**src/verilog/fsd_cfg.svh**
```systemverilog
`ifndef FSD_CFG_SVH
`define FSD_CFG_SVH

// Register offsets
`define FSD_OFS_CONFIG 7'h00
`define FSD_OFS_MINPIX 7'h06
`define FSD_OFS_SUM 7'h07
`define FSD_OFS_DUMP 7'h08
`define FSD_OFS_EXP_HI 7'h09
`define FSD_OFS_EXP_LO 7'h0a

// Field positions and reset values
`define FSD_STAY_AWAKE_BIT 4
`define FSD_RST_MINPIX 8'h3f
`define FSD_RST_SUM 8'h00
`define FSD_RST_EXP 16'h0100

// Frame geometry
`define FSD_PIX_LAST 9'h168
`define FSD_SUM_MAX 8'hb2

// Exposure regulation thresholds
`define FSD_MAX_HI 6'h3c
`define FSD_MAX_LO 6'h20
`define FSD_AVG_HI 8'h8c
`define FSD_AVG_LO 8'h40

// Timing
`define FSD_CLK_MHZ 100
`define FSD_SLEEP_MS 1000
`define FSD_SLEEP_CYCLES (`FSD_SLEEP_MS * `FSD_CLK_MHZ * 1000)
`define FSD_RESYNC_US 10
`define FSD_RESYNC_CYCLES (`FSD_RESYNC_US * `FSD_CLK_MHZ)

`endif

```
**src/verilog/fsd_pkg.sv**
```systemverilog
package fsd_pkg;
    typedef enum logic [2:0]
    {
        FSD_ADDR = 3'h1,
        FSD_WDATA = 3'h2,
        FSD_RDATA = 3'h4
    } fsd_ser_t;

    typedef logic [15:0] fsd_exp_t;
    typedef logic [8:0] fsd_pos_t;
endpackage

```
**src/verilog/fsd_fifo2.sv**
```systemverilog
`timescale 1ns/1ps
module fsd_fifo2 #(
    parameter int W = 7
)
(
    // Clock and reset
    input wire logic clk_sys,
    input wire logic srst,
    // Fill side
    input wire logic in_valid,
    input wire logic [W-1:0] in_data,
    output logic in_ready,
    // Drain side
    output logic out_valid,
    output logic [W-1:0] out_data,
    input wire logic out_ready
);
    logic [W-1:0] mem [0:1];
    logic wp_q;
    logic rp_q;
    logic [1:0] cnt_q;
    logic [1:0] cnt_d;
    logic ready_q;
    logic push;
    logic pop;

    assign push = in_valid & ready_q;
    assign pop = out_valid & out_ready;
    assign out_valid = (cnt_q != 2'h0);
    assign out_data = mem[rp_q];
    assign in_ready = ready_q;

    always_comb
    begin
        cnt_d = cnt_q;
        if (push && !pop)
            cnt_d = cnt_q + 2'h1;
        else if (pop && !push)
            cnt_d = cnt_q - 2'h1;
    end

    // Ready is registered so the top can hand it straight to the pin
    always_ff @(posedge clk_sys)
    begin
        if (srst)
        begin
            wp_q <= 1'b0;
            rp_q <= 1'b0;
            cnt_q <= 2'h0;
            ready_q <= 1'b0;
        end
        else
        begin
            if (push)
                wp_q <= ~wp_q;
            if (pop)
                rp_q <= ~rp_q;
            cnt_q <= cnt_d;
            ready_q <= (cnt_d != 2'h2);
        end
    end

    always_ff @(posedge clk_sys)
    begin
        if (push)
            mem[wp_q] <= in_data;
    end
endmodule

```
**src/verilog/fsd_top.sv**
```systemverilog
`timescale 1ns/1ps
`include "fsd_cfg.svh"
module fsd_top #(
    parameter int unsigned SLEEP_CYCLES = `FSD_SLEEP_CYCLES
)
(
    // Clock and reset
    input wire logic clk_sys,
    input wire logic srst,
    // Two-wire serial port
    input wire logic sclk,
    input wire logic sdio_i,
    output logic sdio_o,
    output logic sdio_oe,
    // Pixel stream from the imager, column-major order
    input wire logic pix_valid,
    input wire logic pix_first,
    input wire logic [5:0] pix_data,
    output logic pix_ready,
    // Power and exposure
    input wire logic motion_det,
    output logic awake,
    output fsd_pkg::fsd_exp_t exposure
);
    import fsd_pkg::*;

    ////////////////////////////////////////////////////////////////////////
    logic [2:0] sclk_sync_q;
    logic [1:0] sdio_sync_q;
    logic rise;
    logic fall;
    logic sdin;
    fsd_ser_t st_q;
    logic [2:0] bit_q;
    logic [7:0] sh_q;
    logic [7:0] dout_q;
    logic oe_q;
    logic [15:0] idle_q;
    logic [6:0] addr_q;
    logic [6:0] addr_now;
    logic rd_fire;
    logic wr_fire;
    logic [7:0] wr_val;
    logic [7:0] rd_val;
    logic rd_dump;
    logic wr_dump;

    logic stay_awake_q;
    logic [7:0] min_rpt_q;
    logic [7:0] sum_rpt_q;
    logic [8:0] idx_q;
    logic valid_q;
    logic [5:0] data_q;
    logic wait_q;
    fsd_exp_t exp_q;
    logic [7:0] low_snap_q;
    logic awake_q;
    logic [31:0] sleep_q;

    // Sample clock and data; data is read from its second stage, clock edges from the second and third
    always_ff @(posedge clk_sys)
    begin
        if (srst)
        begin
            sclk_sync_q <= 3'h7;
            sdio_sync_q <= 2'h0;
        end
        else
        begin
            sclk_sync_q <= {sclk_sync_q[1:0], sclk};
            sdio_sync_q <= {sdio_sync_q[0], sdio_i};
        end
    end

    assign rise = sclk_sync_q[1] & ~sclk_sync_q[2];
    assign fall = ~sclk_sync_q[1] & sclk_sync_q[2];
    assign sdin = sdio_sync_q[1];
    assign addr_now = {sh_q[5:0], sdin};
    assign rd_fire = (st_q == FSD_ADDR) && rise && (bit_q == 3'h7) && !sh_q[6];
    assign wr_fire = (st_q == FSD_WDATA) && rise && (bit_q == 3'h7);
    assign wr_val = {sh_q[6:0], sdin};
    assign rd_dump = rd_fire && (addr_now == `FSD_OFS_DUMP);
    assign wr_dump = wr_fire && (addr_q == `FSD_OFS_DUMP);

    always_comb
    begin
        case (addr_now)
            `FSD_OFS_CONFIG: rd_val = 8'(stay_awake_q) << `FSD_STAY_AWAKE_BIT;
            `FSD_OFS_MINPIX: rd_val = min_rpt_q;
            `FSD_OFS_SUM: rd_val = sum_rpt_q;
            `FSD_OFS_DUMP: rd_val = {(idx_q == 9'h0), valid_q, data_q};
            `FSD_OFS_EXP_HI: rd_val = exp_q[15:8];
            `FSD_OFS_EXP_LO: rd_val = low_snap_q;
            default: rd_val = 8'h00;
        endcase
    end

    // Idle watchdog realigns to a fresh address byte if the host stops
    always_ff @(posedge clk_sys)
    begin
        if (srst || rise || fall || (st_q == FSD_ADDR && bit_q == 3'h0))
            idle_q <= 16'h0;
        else if (idle_q != 16'(`FSD_RESYNC_CYCLES))
            idle_q <= idle_q + 16'h1;
    end

    // Serial engine: host samples on rising edges, we shift on falling
    always_ff @(posedge clk_sys)
    begin
        if (srst || idle_q == 16'(`FSD_RESYNC_CYCLES))
        begin
            st_q <= FSD_ADDR;
            bit_q <= 3'h0;
            sh_q <= 8'h00;
            addr_q <= 7'h00;
            oe_q <= 1'b0;
            dout_q <= 8'h00;
        end
        else
        begin
            case (st_q)
                FSD_ADDR:
                begin
                    if (rise)
                    begin
                        sh_q <= {sh_q[6:0], sdin};
                        bit_q <= bit_q + 3'h1;
                        if (bit_q == 3'h7)
                        begin
                            addr_q <= addr_now;
                            if (sh_q[6])
                                st_q <= FSD_WDATA;
                            else
                            begin
                                st_q <= FSD_RDATA;
                                dout_q <= rd_val;
                            end
                        end
                    end
                end
                FSD_WDATA:
                begin
                    if (rise)
                    begin
                        sh_q <= {sh_q[6:0], sdin};
                        bit_q <= bit_q + 3'h1;
                        if (bit_q == 3'h7)
                            st_q <= FSD_ADDR;
                    end
                end
                FSD_RDATA:
                begin
                    // Drive only after the host's falling edge to avoid a fight
                    if (fall)
                    begin
                        if (!oe_q)
                            oe_q <= 1'b1;
                        else
                            dout_q <= {dout_q[6:0], 1'b0};
                    end
                    if (rise && oe_q)
                    begin
                        bit_q <= bit_q + 3'h1;
                        if (bit_q == 3'h7)
                        begin
                            st_q <= FSD_ADDR;
                            oe_q <= 1'b0;
                        end
                    end
                end
                default:
                begin
                    st_q <= FSD_ADDR;
                    bit_q <= 3'h0;
                end
            endcase
        end
    end

    assign sdio_o = dout_q[7];
    assign sdio_oe = oe_q;

    ////////////////////////////////////////////////////////////////////////
    logic f_valid;
    logic [6:0] f_data;
    logic f_first;
    logic [5:0] f_pix;
    logic adj_q;
    logic take;
    fsd_pos_t pos_q;
    fsd_pos_t cur_pos;
    logic frame_end;
    logic [14:0] sum_acc_q;
    logic [14:0] sum_nx;
    logic [5:0] min_acc_q;
    logic [5:0] min_nx;
    logic [5:0] max_acc_q;
    logic [5:0] max_nx;
    logic [5:0] max_fr_q;

    // Drain stalls for the one regulation cycle at each frame end
    fsd_fifo2 #(.W(7)) u_buf (
        .clk_sys(clk_sys),
        .srst(srst),
        .in_valid(pix_valid),
        .in_data({pix_first, pix_data}),
        .in_ready(pix_ready),
        .out_valid(f_valid),
        .out_data(f_data),
        .out_ready(!adj_q)
    );

    assign f_first = f_data[6];
    assign f_pix = f_data[5:0];
    assign take = f_valid && !adj_q;
    assign cur_pos = f_first ? 9'h0 : pos_q;
    assign frame_end = take && (cur_pos == `FSD_PIX_LAST);
    assign sum_nx = (f_first ? 15'h0 : sum_acc_q) + 15'(f_pix);
    assign min_nx = (f_first || f_pix < min_acc_q) ? f_pix : min_acc_q;
    assign max_nx = (f_first || f_pix > max_acc_q) ? f_pix : max_acc_q;

    always_ff @(posedge clk_sys)
    begin
        if (srst)
        begin
            pos_q <= 9'h0;
            sum_acc_q <= 15'h0;
            min_acc_q <= 6'h3f;
            max_acc_q <= 6'h0;
        end
        else if (take)
        begin
            pos_q <= cur_pos + 9'h1;
            sum_acc_q <= sum_nx;
            min_acc_q <= min_nx;
            max_acc_q <= max_nx;
        end
    end

    // Reports change only at a complete frame; a short frame reports nothing
    always_ff @(posedge clk_sys)
    begin
        if (srst)
        begin
            min_rpt_q <= `FSD_RST_MINPIX;
            sum_rpt_q <= `FSD_RST_SUM;
            max_fr_q <= 6'h0;
            adj_q <= 1'b0;
        end
        else
        begin
            adj_q <= frame_end;
            if (frame_end)
            begin
                min_rpt_q <= {2'b00, min_nx};
                sum_rpt_q <= sum_nx[14:7];
                max_fr_q <= max_nx;
            end
        end
    end

    ////////////////////////////////////////////////////////////////////////
    // Grabber: one pixel per frame, held until the host reads it
    always_ff @(posedge clk_sys)
    begin
        if (srst)
        begin
            idx_q <= 9'h0;
            valid_q <= 1'b0;
            data_q <= 6'h0;
            wait_q <= 1'b1;
        end
        else if (wr_dump)
        begin
            idx_q <= 9'h0;
            valid_q <= 1'b0;
            data_q <= 6'h0;
            wait_q <= 1'b1;
        end
        else if (rd_dump)
        begin
            wait_q <= 1'b1;
            if (valid_q)
            begin
                valid_q <= 1'b0;
                idx_q <= (idx_q == `FSD_PIX_LAST) ? 9'h0 : idx_q + 9'h1;
            end
        end
        else if (take && (!wait_q || f_first) && !valid_q)
        begin
            wait_q <= 1'b0;
            if (cur_pos == idx_q)
            begin
                valid_q <= 1'b1;
                data_q <= f_pix;
            end
        end
    end

    ////////////////////////////////////////////////////////////////////////
    logic too_bright;
    logic too_dark;
    logic [16:0] exp_up;

    assign too_bright = (max_fr_q > `FSD_MAX_HI) || (sum_rpt_q > `FSD_AVG_HI);
    assign too_dark = (max_fr_q < `FSD_MAX_LO) && (sum_rpt_q < `FSD_AVG_LO);
    assign exp_up = {1'b0, exp_q} + {5'h0, exp_q[15:4]};

    always_ff @(posedge clk_sys)
    begin
        if (srst)
            exp_q <= `FSD_RST_EXP;
        else if (adj_q && too_bright)
            exp_q <= exp_q - {4'h0, exp_q[15:4]};
        else if (adj_q && too_dark)
            exp_q <= exp_up[16] ? 16'hffff : exp_up[15:0];
    end

    // Host must read high then low; only a high-byte read refreshes the low snapshot
    always_ff @(posedge clk_sys)
    begin
        if (srst)
            low_snap_q <= 8'(`FSD_RST_EXP);
        else if (rd_fire && addr_now == `FSD_OFS_EXP_HI)
            low_snap_q <= exp_q[7:0];
    end

    assign exposure = exp_q;

    ////////////////////////////////////////////////////////////////////////
    always_ff @(posedge clk_sys)
    begin
        if (srst)
            stay_awake_q <= 1'b0;
        else if (wr_fire && addr_q == `FSD_OFS_CONFIG)
            stay_awake_q <= wr_val[`FSD_STAY_AWAKE_BIT];
    end

    always_ff @(posedge clk_sys)
    begin
        if (srst)
        begin
            awake_q <= 1'b1;
            sleep_q <= 32'h0;
        end
        else if (stay_awake_q || motion_det)
        begin
            awake_q <= 1'b1;
            sleep_q <= 32'h0;
        end
        else if (sleep_q >= SLEEP_CYCLES - 32'h1)
            awake_q <= 1'b0;
        else
            sleep_q <= sleep_q + 32'h1;
    end

    assign awake = awake_q;
endmodule
```
**config.mk**
```make
export PLATFORM = sky130hd
export DESIGN_NAME = fsd_top
export DESIGN_NICKNAME = d
export VERILOG_FILES = /design/src/verilog/fsd_pkg.sv /design/src/verilog/fsd_fifo2.sv /design/src/verilog/fsd_top.sv
export VERILOG_INCLUDE_DIRS = /design/src /design/src/verilog
export SDC_FILE = /design/constraint.sdc
export NUM_CORES = 1
export LEC_CHECK = 0
export BUFFER_PORTS_ARGS = -buffer_cell sky130_fd_sc_hd__buf_4
export CORE_MARGIN = 2
export CORE_UTILIZATION = 53
export CTS_CLUSTER_DIAMETER = 50
export DETAILED_ROUTE_END_ITERATION = 6
export PLACE_DENSITY = 0.72
export SLEW_MARGIN = 20
export SYNTH_ARGS = -nofsm -noshare
export SYNTH_HDL_FRONTEND = slang
export SYNTH_SLANG_ARGS = --single-unit
```
**constraint.sdc**
```tcl
create_clock -name clk_sys -period 3.1 [get_ports clk_sys]
set_input_delay 0.465 -clock clk_sys [delete_from_list [all_inputs] [get_ports clk_sys]]
set_output_delay 0.465 -clock clk_sys [all_outputs]
set_load 0.01 [all_outputs]
```
==> results_dict.tcl, run 1 <==
set metrics [dict create \
    drt_first_pass_iters 5 \
    io_pins 33 \
    synth_seq_cells 202 \
    clkLatencyLatePin_ns 0.53 \
    ir_drop_mv 0.8253 \
    status "complete, no violations" \
    worstSetupEndpointType "flip-flop" \
    setup_viol 0 \
    layout_commonest_cell "dfxtp_1" \
    synth_edf_count 14 \
    p_total_w 0.007806 \
    cts_tree "built" \
    dp.cells 1570 \
    path_cells "buf_4 > ha_1 > nor2_1 > o311ai_1 > buf_4 > a31oi_2 > nor4_2 > nor2_1 > o221ai_1 > a211oi_1" \
    crit-reg2reg-capture "exposure[5]" \
    crit_required_ns 3.54 \
    hp-class "input pin to flip-flop" \
    cts_root_buffer "clkbuf_16" \
    routedWlPerCell_um 16.51 \
    hold_viol 0 \
    rsz0062_at_grt "true" \
    synth_area_um2 11070 \
    fin_crit_ns 2.998 \
    grt-ovfl-total 0 \
    instances_no_fill 1620 \
    rrSetupSlack_ns 0.10 \
    synth_warnings 0 \
    num_rows 52 \
    cp_num_buf_inv 2 \
    ant_nets 0 \
    fill_cells 1745 \
    max_freq_mhz 333.6 \
    place_ws_ns 0.03579 \
    r2r_cells 10 \
    synth_cell_types 88 \
    fin_nets 1398 \
    path_class "flip-flop to flip-flop" \
    layout-drive-gt1-share_pct 13.26 \
    vias 9577 \
    async_reset_ff_share_pct 0 \
    grt_antenna_before_repair 0 \
    cts_sinks 202 \
    die_w_um 148.5 \
    yosysSeqAreaShare_pct 37.81 \
    synth.net_count 1359 \
    layout.cells.most_common_list "dfxtp_1 (188), nor2_1 (170), nand2_1 (100)" \
    first_iter_violations 784 \
    crit_cells 10 \
    crit_fanout 8 \
    cp_top_family "simple AND/OR/NAND/NOR gates" \
    dp_hpwl_um 18500 \
    startpoint_type "flip-flop" \
    drt_wl_total_um 26740 \
    numCtsBuffers 27 \
    start_util_pct 54.34 \
    cpPeakStageDelay_ns 0.64 \
    relSlewSlack_pct 42.73 \
    grt_max_degree 33 \
    syn_inst 1291 \
    synth-main-ff-cell "dfxtp_1" \
    setup_ws_ns 0.1023 \
    drc 0 \
    via_per_inst 5.912 \
    grt_usage_pct 24.35 \
    io_buffer_count 32 \
    avgSynthCellArea_um2 8.571 \
    crit-reg2reg-launch "exposure[5]" \
    leakagePower_nw 4.900 \
    clock_path_buffers 3 \
    area_delta_synth_final_pct 13.64 \
    critPathArrivalTime_ns 3.44 \
    core_region_area_um2 20360 \
    clk_transition_reported_paths_ns 0.06 \
    first_global_vias 9055 \
    startpoint "exposure[5]" \
    p_per_area_nw_per_um2 620.8 \
    worst_pin_slew_ns 0.8590 \
    slew_violations 0 \
    crit_slowest_cell "nor2_1" \
    grt_pass1_wl_um 44840 \
    dieArea_um2 22050 \
    period_share_pct 96.70 \
    maxCapViolCount 0 \
    place_congestion 0.9538 \
    crit_path_end "exposure[5]" \
    diodes 0 \
    finClkSkew_ns 0.01281 \
    fp.dieH_um 148.5 \
    htreeDepth 1 \
]
per-stage QoR:
step                      util (%)  TNS (ns)  instance area (µm²)  hold slack (ns)
after CTS                    61.56         0                12540           0.1083
after global placement       57.16         0                11640           0.4053
after global routing         61.75   -0.2391                12570           0.1065
after floorplan                  -         0                11070           0.3895
after detailed placement     57.16         0                11640           0.4218
final                        61.75         0                12570           0.1244
how the worst min path moves through the flow:
stage | to | start | depth (start not counted)
2_1_floorplan | sclk_sync_q[1] | sclk_sync_q[0] | 1
3_3_place_gp | sclk_sync_q[1] | sclk_sync_q[0] | 1
3_5_place_dp | sclk_sync_q[1] | sclk_sync_q[0] | 1
4_1_cts | u_buf.mem[1][3] | pix_data[3] | 1
5_1_grt | u_buf.mem[1][6] | pix_first | 1
6_report | u_buf.mem[1][3] | pix_data[3] | 1
power breakdown:
group | switching [W] | internal [W] | total [W]
Combinational | 0.00109 | 0.000709 | 0.00179
Clock | 0.00121 | 0.00182 | 0.00303
Sequential | 0.000145 | 0.00283 | 0.00298
Total | 0.00244 | 0.00536 | 0.00781
logic make-up (layout without fill, tap and decap cells):
kind of cell,after synthesis,count (layout),share of synthesized area [%]
and+or+nand+nor,520,520,23.91
AOI/OAI and AO/OA,285,285,17.83
DFF,202,202,37.81
buffers and inverters,121,180,4.907
xor gates and xnor gates,75,75,5.936
adders and majority gates,56,56,6.513
muxes,32,32,3.087
cell usage after synthesis, types with 8 or more instances:
library cell	number	area, µm²
or3_1	9	56.30
nand3_1	51	255.2
a211oi_1	30	225.2
nor3_1	29	145.1
nor2_1	170	638.1
a21o_1	11	82.58
clkbuf_1	40	150.1
xnor2_1	33	289.0
dfxtp_1	188	3764
edfxtp_1	14	420.4
a31oi_1	17	106.4
nand4_1	25	156.4
nand2b_1	11	68.82
o21ai_0	34	170.2
nor2b_1	16	100.1
or2_2	8	50.05
inv_1	54	202.7
nor4_1	14	87.58
nand2_1	101	379.1
o211ai_1	13	97.59
ha_1	52	650.6
a221oi_1	9	78.83
a22oi_1	16	120.1
and2_1	15	93.84
and3_1	18	112.6
a21oi_1	83	415.4
buf_2	11	55.05
xor2_1	42	367.9
mux2i_1	24	240.2
flip-flops by register name, summed over array words and instances (netlist names), 2 cells and up, named ones only:
name / count
low_snap_q: 8
u_buf.cnt_q: 2
sclk_sync_q: 3
bit_q: 3
max_acc_q: 6
u_buf.mem: 14
min_acc_q: 6
pos_q: 9
sh_q: 7
sum_acc_q: 15
idle_q: 16
data_q: 6
max_fr_q: 6
exposure: 16
st_q: 3
min_rpt_q: 6
dout_q: 8
sum_rpt_q: 8
sdio_sync_q: 2
idx_q: 9
addr_q: 7
sleep_q: 32
cell type report:
| class | instances | area [µm²] | area share (%) |
|---|---|---|---|
| Multi-Input combinational cell | 968 | 6365 | 50.62 |
| Sequential cell | 202 | 4184 | 33.27 |
| Clock buffer | 33 | 748.2 | 5.950 |
| Timing Repair Buffer | 77 | 590.6 | 4.696 |
| Tap cell | 270 | 337.8 | 2.687 |
| Inverter | 54 | 202.7 | 1.612 |
| Clock inverter | 16 | 146.4 | 1.164 |
per-layer routing:
| layer | track usage [%] | part of all wire (%) | wire, µm |
|---|---|---|---|
| met1 | 33.35 | 46 | 12250 |
| met2 | 39.86 | 46 | 12330 |
| met3 | 3.497 | 5.1 | 1369 |
| met4 | 7.714 | 2.9 | 788 |
| met5 | 0 | 0 | 0 |
repair_timing:
item,4_1_cts,5_1_grt
gates resized for setup,0,2
hold buffers,0,0
endpoints found under the setup margin,0,18
setup buffers,0,1
Power figures use the tool's default switching activity.
==> run 2, diff against run 1 <==
--- a/config.mk
+++ b/config.mk
@@ -12,7 +12,9 @@
 export CTS_CLUSTER_DIAMETER = 50
 export DETAILED_ROUTE_END_ITERATION = 6
 export PLACE_DENSITY = 0.72
+export RECOVER_POWER = 25
 export SLEW_MARGIN = 20
 export SYNTH_ARGS = -nofsm -noshare
 export SYNTH_HDL_FRONTEND = slang
+export SYNTH_HIERARCHICAL = 1
 export SYNTH_SLANG_ARGS = --single-unit
==> results_dict.tcl, run 2 <==
set metrics [dict create \
    status "finished, violations left" \
    violations "capacitance limit, slew limit" \
    drt_wl_total_um 27730 \
    first_iter_violations 639 \
    crit_required_ns 3.52 \
    r2r_cells 10 \
    p_int_w 0.005535 \
    yosys-top-cells-count "dfxtp_1 (188), nor2_1 (174), a21oi_1 (108)" \
    avgSynthCellArea_um2 8.305 \
    clkLatencyLatePin_ns 0.54 \
    fin_nets 1423 \
    synth_seq_cells 202 \
    num_rows 52 \
    netSwitchingPower_w 0.002395 \
    hp-class "input pin to flip-flop" \
    period_share_pct 94.61 \
    yosysSeqAreaShare_pct 37.91 \
    pwr-share-clk_pct 42.0 \
    startpoint_type "flip-flop" \
    worstSetupEndpointType "flip-flop" \
    drt_first_pass_iters 5 \
    cts_tree "built" \
    routedWlPerCell_um 16.86 \
    cts_setup_buffers 0 \
    numCtsBuffers 27 \
    layout.cells.most_common_list "dfxtp_1 (187), nor2_1 (174), a21oi_1 (107)" \
    relSlewSlack_pct -31.27 \
    cts_root_buffer "clkbuf_16" \
    grt_pass1_wl_um 45890 \
    async_reset_ff_share_pct 0 \
    synth_xor_area_share_pct 5.544 \
    synth_top_family_by_area "simple AND/OR/NAND/NOR gates" \
    grt_usage_pct 24.90 \
    grt_antenna_before_repair 0 \
    setup_ws_ns 0.1671 \
    slew_violations 42 \
    maxCapViolCount 1 \
    vias 9881 \
    area_delta_synth_final_pct 13.84 \
    drc 0 \
    synth_area_leaders "dfxtp_1 (34%), nor2_1 (5.9%), ha_1 (5.9%)" \
    die_w_um 148.3 \
    critPathArrivalTime_ns 3.35 \
    htreeDepth 1 \
    via_per_inst 6.007 \
    fill_cells 1812 \
    yosys.cell_count.top_type "dfxtp_1" \
    place_congestion 0.8978 \
    synth-simple-area-share_pct 23.60 \
    swShare_pct 30.20 \
    regMostFlops "sleep_q" \
    io_buffer_count 32 \
    cts_resized 0 \
    synth_top_area_share_pct 34.10 \
    dp_hpwl_um 19030 \
    core_region_area_um2 20360 \
    grt_max_degree 42 \
    syn_inst 1329 \
    fin_crit_ns 2.933 \
    p_comb_share_pct 21.2 \
    place_ws_ns 0.1530 \
    finClkSkew_ns 0.008430 \
    dieArea_um2 21990 \
    largest_reg_flops 32 \
    diodes 0 \
    yosys-mux-area-fraction_pct 2.914 \
    hold_viol 0 \
    synth_adder_area_share_pct 6.530 \
    clk_transition_reported_paths_ns 0.06 \
    synth_top_area_cell "dfxtp_1" \
    p_seq_share_pct 36.9 \
    instances_no_fill 1645 \
    path_class "flip-flop to flip-flop" \
    synth_edf_count 14 \
    layout_commonest_cell "dfxtp_1" \
    ctsHoldBuffers 0 \
    ant_nets 0 \
    leakagePower_nw 4.768 \
    crit-reg2reg-capture "sum_rpt_q[5]" \
    synth_warnings 6 \
    fp.dieH_um 148.3 \
    hold_slack_ns 0.1121 \
    synth.net_count 1397 \
    grt-ovfl-total 0 \
    ir_drop_mv 0.5412 \
    crit_path_end "sum_rpt_q[5]" \
    clock_path_buffers 3 \
    first_global_vias 9340 \
    synth_compound_area_share_pct 19.01 \
    dp.cells 1596 \
    rrSetupSlack_ns 0.17 \
    crit_fanout 9 \
    p_per_area_nw_per_um2 631.1 \
    start_util_pct 54.20 \
    synth_cell_types 87 \
    worst_pin_slew_ns 1.969 \
    io_pins 33 \
    synth-main-ff-cell "dfxtp_1" \
    max_freq_mhz 341.0 \
    layout-drive-gt1-share_pct 9.818 \
    setup_viol 0 \
    cts_sinks 202 \
    synth_area_um2 11040 \
]
-- run 2: cell types whose count changed after synthesis, moves of 7 or more --
cell	previous run	this run
nor2b_1	16	23
o21ai_0	34	48
xor2_1	42	30
a211oi_1	30	19
a21oi_1	83	108
clkbuf_1	40	64
-- run 2: metrics by stage --
step | cell area (µm²) | setup TNS (ns) | utilization (%) | power [W]
floorplan | 11050 | 0 | - | 0.004182
global placement | 11650 | 0 | 57.23 | 0.004585
detailed placement | 11650 | 0 | 57.23 | 0.004637
CTS | 12630 | 0 | 62.01 | 0.007993
global route | 12560 | -0.02929 | 61.70 | 0.008303
finish | 12560 | 0 | 61.70 | 0.007929
-- run 2: worst min path at each step --
stage	to	from	cells after the start	slack, ns
2_1_floorplan	sclk_sync_q[1]	sclk_sync_q[0]	1	0.39
3_3_place_gp	sclk_sync_q[1]	sclk_sync_q[0]	1	0.40
3_5_place_dp	sclk_sync_q[1]	sclk_sync_q[0]	1	0.40
4_1_cts	sclk_sync_q[0]	sclk	2	0.09
5_1_grt	sclk_sync_q[0]	sclk	2	0.09
6_report	sclk_sync_q[0]	sclk	2	0.11
-- run 2: final cells by class --
type                    count  area, µm²  share of cell area (%)
clock buffers              31      700.7                   5.577
clock inverters            18      272.8                   2.171
inverters                  53      198.9                   1.583
multi-input cells         998       6365                   50.66
flip-flops and latches    202       4185                   33.31
well taps                 270      337.8                   2.689
repair buffers             73      504.2                   4.013
-- run 2: kinds of logic (layout without fill, tap and decap cells) --
group | Yosys count | after routing
AO/OA/AOI/OAI | 319 | 319
buffers and inverters | 129 | 175
adder cells (fa/ha/maj) | 56 | 56
flip-flops | 202 | 202
XOR/XNOR | 69 | 69
multiplexers | 31 | 31
AND/OR/NAND/NOR | 523 | 523
-- run 2: routing by layer --
metal | vias to the layer above | share of wire (%) | GRT usage (%)
li1 | 4843 | - | -
met1 | 4702 | 44 | 33.37
met2 | 281 | 47 | 40.93
met3 | 55 | 6.0 | 4.264
met4 | 0 | 2.7 | 8.333
met5 | - | 0 | 0
-- run 2: power groups by stage --
stage | Clock (W) | Combinational [W] | Sequential (W)
floorplan | 0 | 0.00125 | 0.00293
global placement | 0 | 0.00161 | 0.00297
detailed placement | 0 | 0.00166 | 0.00298
CTS | 0.00339 | 0.00168 | 0.00292
global route | 0.00349 | 0.00187 | 0.00294
finish | 0.00333 | 0.00168 | 0.00292
-- run 2: worst max-delay path, cell delays in order (launching register included) --
cell and delay (ns):
dfxtp_1 0.37, buf_4 0.17, mux2_2 0.44, fa_1 0.47, a21o_1 0.21, a21oi_2 0.19
o21ai_0 0.12, o211a_1 0.20, and3_1 0.25, xnor2_1 0.13, o41ai_1 0.27
==> run 3, diff against run 2 <==
--- a/config.mk
+++ b/config.mk
@@ -11,7 +11,7 @@
 export CORE_UTILIZATION = 53
 export CTS_CLUSTER_DIAMETER = 50
 export DETAILED_ROUTE_END_ITERATION = 6
-export PLACE_DENSITY = 0.72
+export PLACE_DENSITY = 0.7
 export RECOVER_POWER = 25
 export SLEW_MARGIN = 20
 export SYNTH_ARGS = -nofsm -noshare
==> constraint.sdc (replaced) <==
create_clock -name clk_sys -period 2.9 [get_ports clk_sys]
set_input_delay 0.435 -clock clk_sys [delete_from_list [all_inputs] [get_ports clk_sys]]
set_output_delay 0.435 -clock clk_sys [all_outputs]
set_load 0.01 [all_outputs]
==> results_dict.tcl, run 3 (same netlist as run 2, synthesis figures left out) <==
set metrics [dict create \
    core_region_area_um2 20360 \
    die_w_um 148.3 \
    startpoint_type "flip-flop" \
    p_total_w 0.008455 \
    max_freq_mhz 365.7 \
    cts_root_buffer "clkbuf_16" \
    first_global_vias 9085 \
    period_share_pct 94.30 \
    critPathArrivalTime_ns 3.13 \
    p_per_area_nw_per_um2 662.5 \
    num_rows 52 \
    setup_viol 0 \
    cts_sinks 202 \
    layout.cells.most_common_list "dfxtp_1 (188), nor2_1 (174), a21oi_1 (107)" \
    io_pins 33 \
    p_seq_share_pct 36.9 \
    path_cells "clkbuf_1 > ha_1 > buf_4 > a21o_1 > o21bai_1 > a21oi_1 > a21boi_0 > o2111ai_1 > a311oi_1 > a21oi_1" \
    slew_violations 0 \
    setup_ws_ns 0.1654 \
    fin_crit_ns 2.735 \
    crit-reg2reg-capture "exposure[15]" \
    hold_viol 0 \
    path_class "flip-flop to flip-flop" \
    r2r_cells 10 \
    ant_nets 0 \
    p_int_w 0.005940 \
    regMostFlops "sleep_q" \
    dieArea_um2 21990 \
    numCtsBuffers 28 \
    hold_end "sclk_sync_q[0]" \
    vias 9828 \
    crit_slowest_cell "clkbuf_1" \
    area_delta_synth_final_pct 15.63 \
    relSlewSlack_pct 35.91 \
    clk_transition_reported_paths_ns 0.06 \
    fin_nets 1447 \
    grt_usage_pct 24.27 \
    cts_tree "built" \
    crit_top_cell "a21oi_1" \
    drt_wl_total_um 27010 \
    io_buffer_count 32 \
    hp-class "input pin to flip-flop" \
    cp_num_buf_inv 2 \
    dp_hpwl_um 18520 \
    worst_pin_slew_ns 0.9613 \
    place_ws_ns 0.1246 \
    final_area_um2 12760 \
    grt_antenna_before_repair 0 \
    grt-ovfl-total 0 \
    ir_drop_mv 0.5378 \
    finClkSkew_ns 0.02017 \
    rrSetupSlack_ns 0.17 \
    cpPeakStageDelay_ns 0.35 \
    swShare_pct 29.74 \
    layout_commonest_cell "dfxtp_1" \
    fp.dieH_um 148.3 \
    worstSetupEndpointType "flip-flop" \
    hold_depth 2 \
    crit_fanout 9 \
    grt_max_degree 49 \
    largest_reg_flops 32 \
    via_per_inst 5.892 \
    leakagePower_nw 4.878 \
    place_congestion 0.9543 \
    pwr-share-clk_pct 41.3 \
    p_comb_share_pct 21.9 \
    drc 0 \
    status "complete, no violations" \
    layout-drive-gt1-share_pct 11.59 \
    htreeDepth 1 \
    clkLatencyLatePin_ns 0.54 \
    diodes 0 \
    clock_path_buffers 3 \
    first_iter_violations 642 \
    start_util_pct 54.20 \
    maxCapViolCount 0 \
    routedWlPerCell_um 16.19 \
    place_area_um2 11840 \
    crit-reg2reg-launch "exposure[9]" \
    crit_required_ns 3.30 \
    netSwitchingPower_w 0.002514 \
    drt_first_pass_iters 5 \
    min_from "sclk" \
    grt_pass1_wl_um 44720 \
    cp_top_family "compound AO/OA/AOI/OAI gates" \
]
[run 3: cell count changes in the layout (fill, tap and decap cells not counted), moves of 2 or more]
cell	change
a2111oi_0	-2
buf_4	+23
bufinv_16	-2
clkbuf_16	+2
clkbuf_8	+2
clkinv_4	-2
clkinvlp_4	+3
[run 3: layer usage]
layer	wire length (µm)	track usage (%)	vias to the layer above
met1	12570	33.58	4654
met5	0	0	-
met3	1439	3.436	41
met2	12430	40.32	247
li1	-	-	4886
met4	573	5.714	0
[run 3: what timing repair did]
action                     4_1_cts  5_1_grt
hold buffers                     0        0
resized for setup                0        6
setup endpoints to repair        0       17
buffers inserted                 0        2
[run 3: worst max-delay path by stage]
stage          cells past startpoint   startpoint      endpoint  slack, ns
4_1_cts                            8  exposure[5]   exposure[9]       0.11
5_1_grt                           10    flip-flop  sum_rpt_q[5]     -0.004
2_1_floorplan                     14    flip-flop  sum_rpt_q[5]       0.02
3_3_place_gp                       9  exposure[7]  exposure[12]       0.18
3_5_place_dp                       8  exposure[5]   exposure[9]       0.12
6_report                          10  exposure[9]  exposure[15]       0.17
[run 3: power groups by stage]
stage	Combinational [W]	Clock [W]	Sequential, W
floorplan	0.00137	0	0.00313
global placement	0.00180	0	0.00317
detailed placement	0.00184	0	0.00317
CTS	0.00187	0.00356	0.00312
global route	0.00207	0.00368	0.00314
finish	0.00185	0.00349	0.00312
[run 3: cell type report]
type | count | area, µm²
Fill cell | 1737 | 7602
Multi-Input combinational cell | 998 | 6384
Sequential cell | 202 | 4184
Clock buffer | 34 | 774.5
Timing Repair Buffer | 96 | 689.4
Tap cell | 270 | 337.8
Inverter | 53 | 198.9
Clock inverter | 15 | 193.9
[run 3: through the flow]
stage	TNS [ns]	cells	hold WS, ns	util [%]
global route	-0.004416	1668	0.07882	62.67
CTS	0	1666	0.06658	62.91
finish	0	1668	0.09529	62.67
floorplan	0	1329	0.3895	-
global placement	0	1617	0.3982	58.15
detailed placement	0	1617	0.4009	58.15
[run 3: worst reg2reg max path, delay by kind of cell, from the launching register on]
family / cells / cell delay, ns
buffers and inverters: 2 / 0.53
flip-flops: 1 / 0.32
adder cells (fa/ha/maj): 1 / 0.32
AO/OA/AOI/OAI: 7 / 1.44
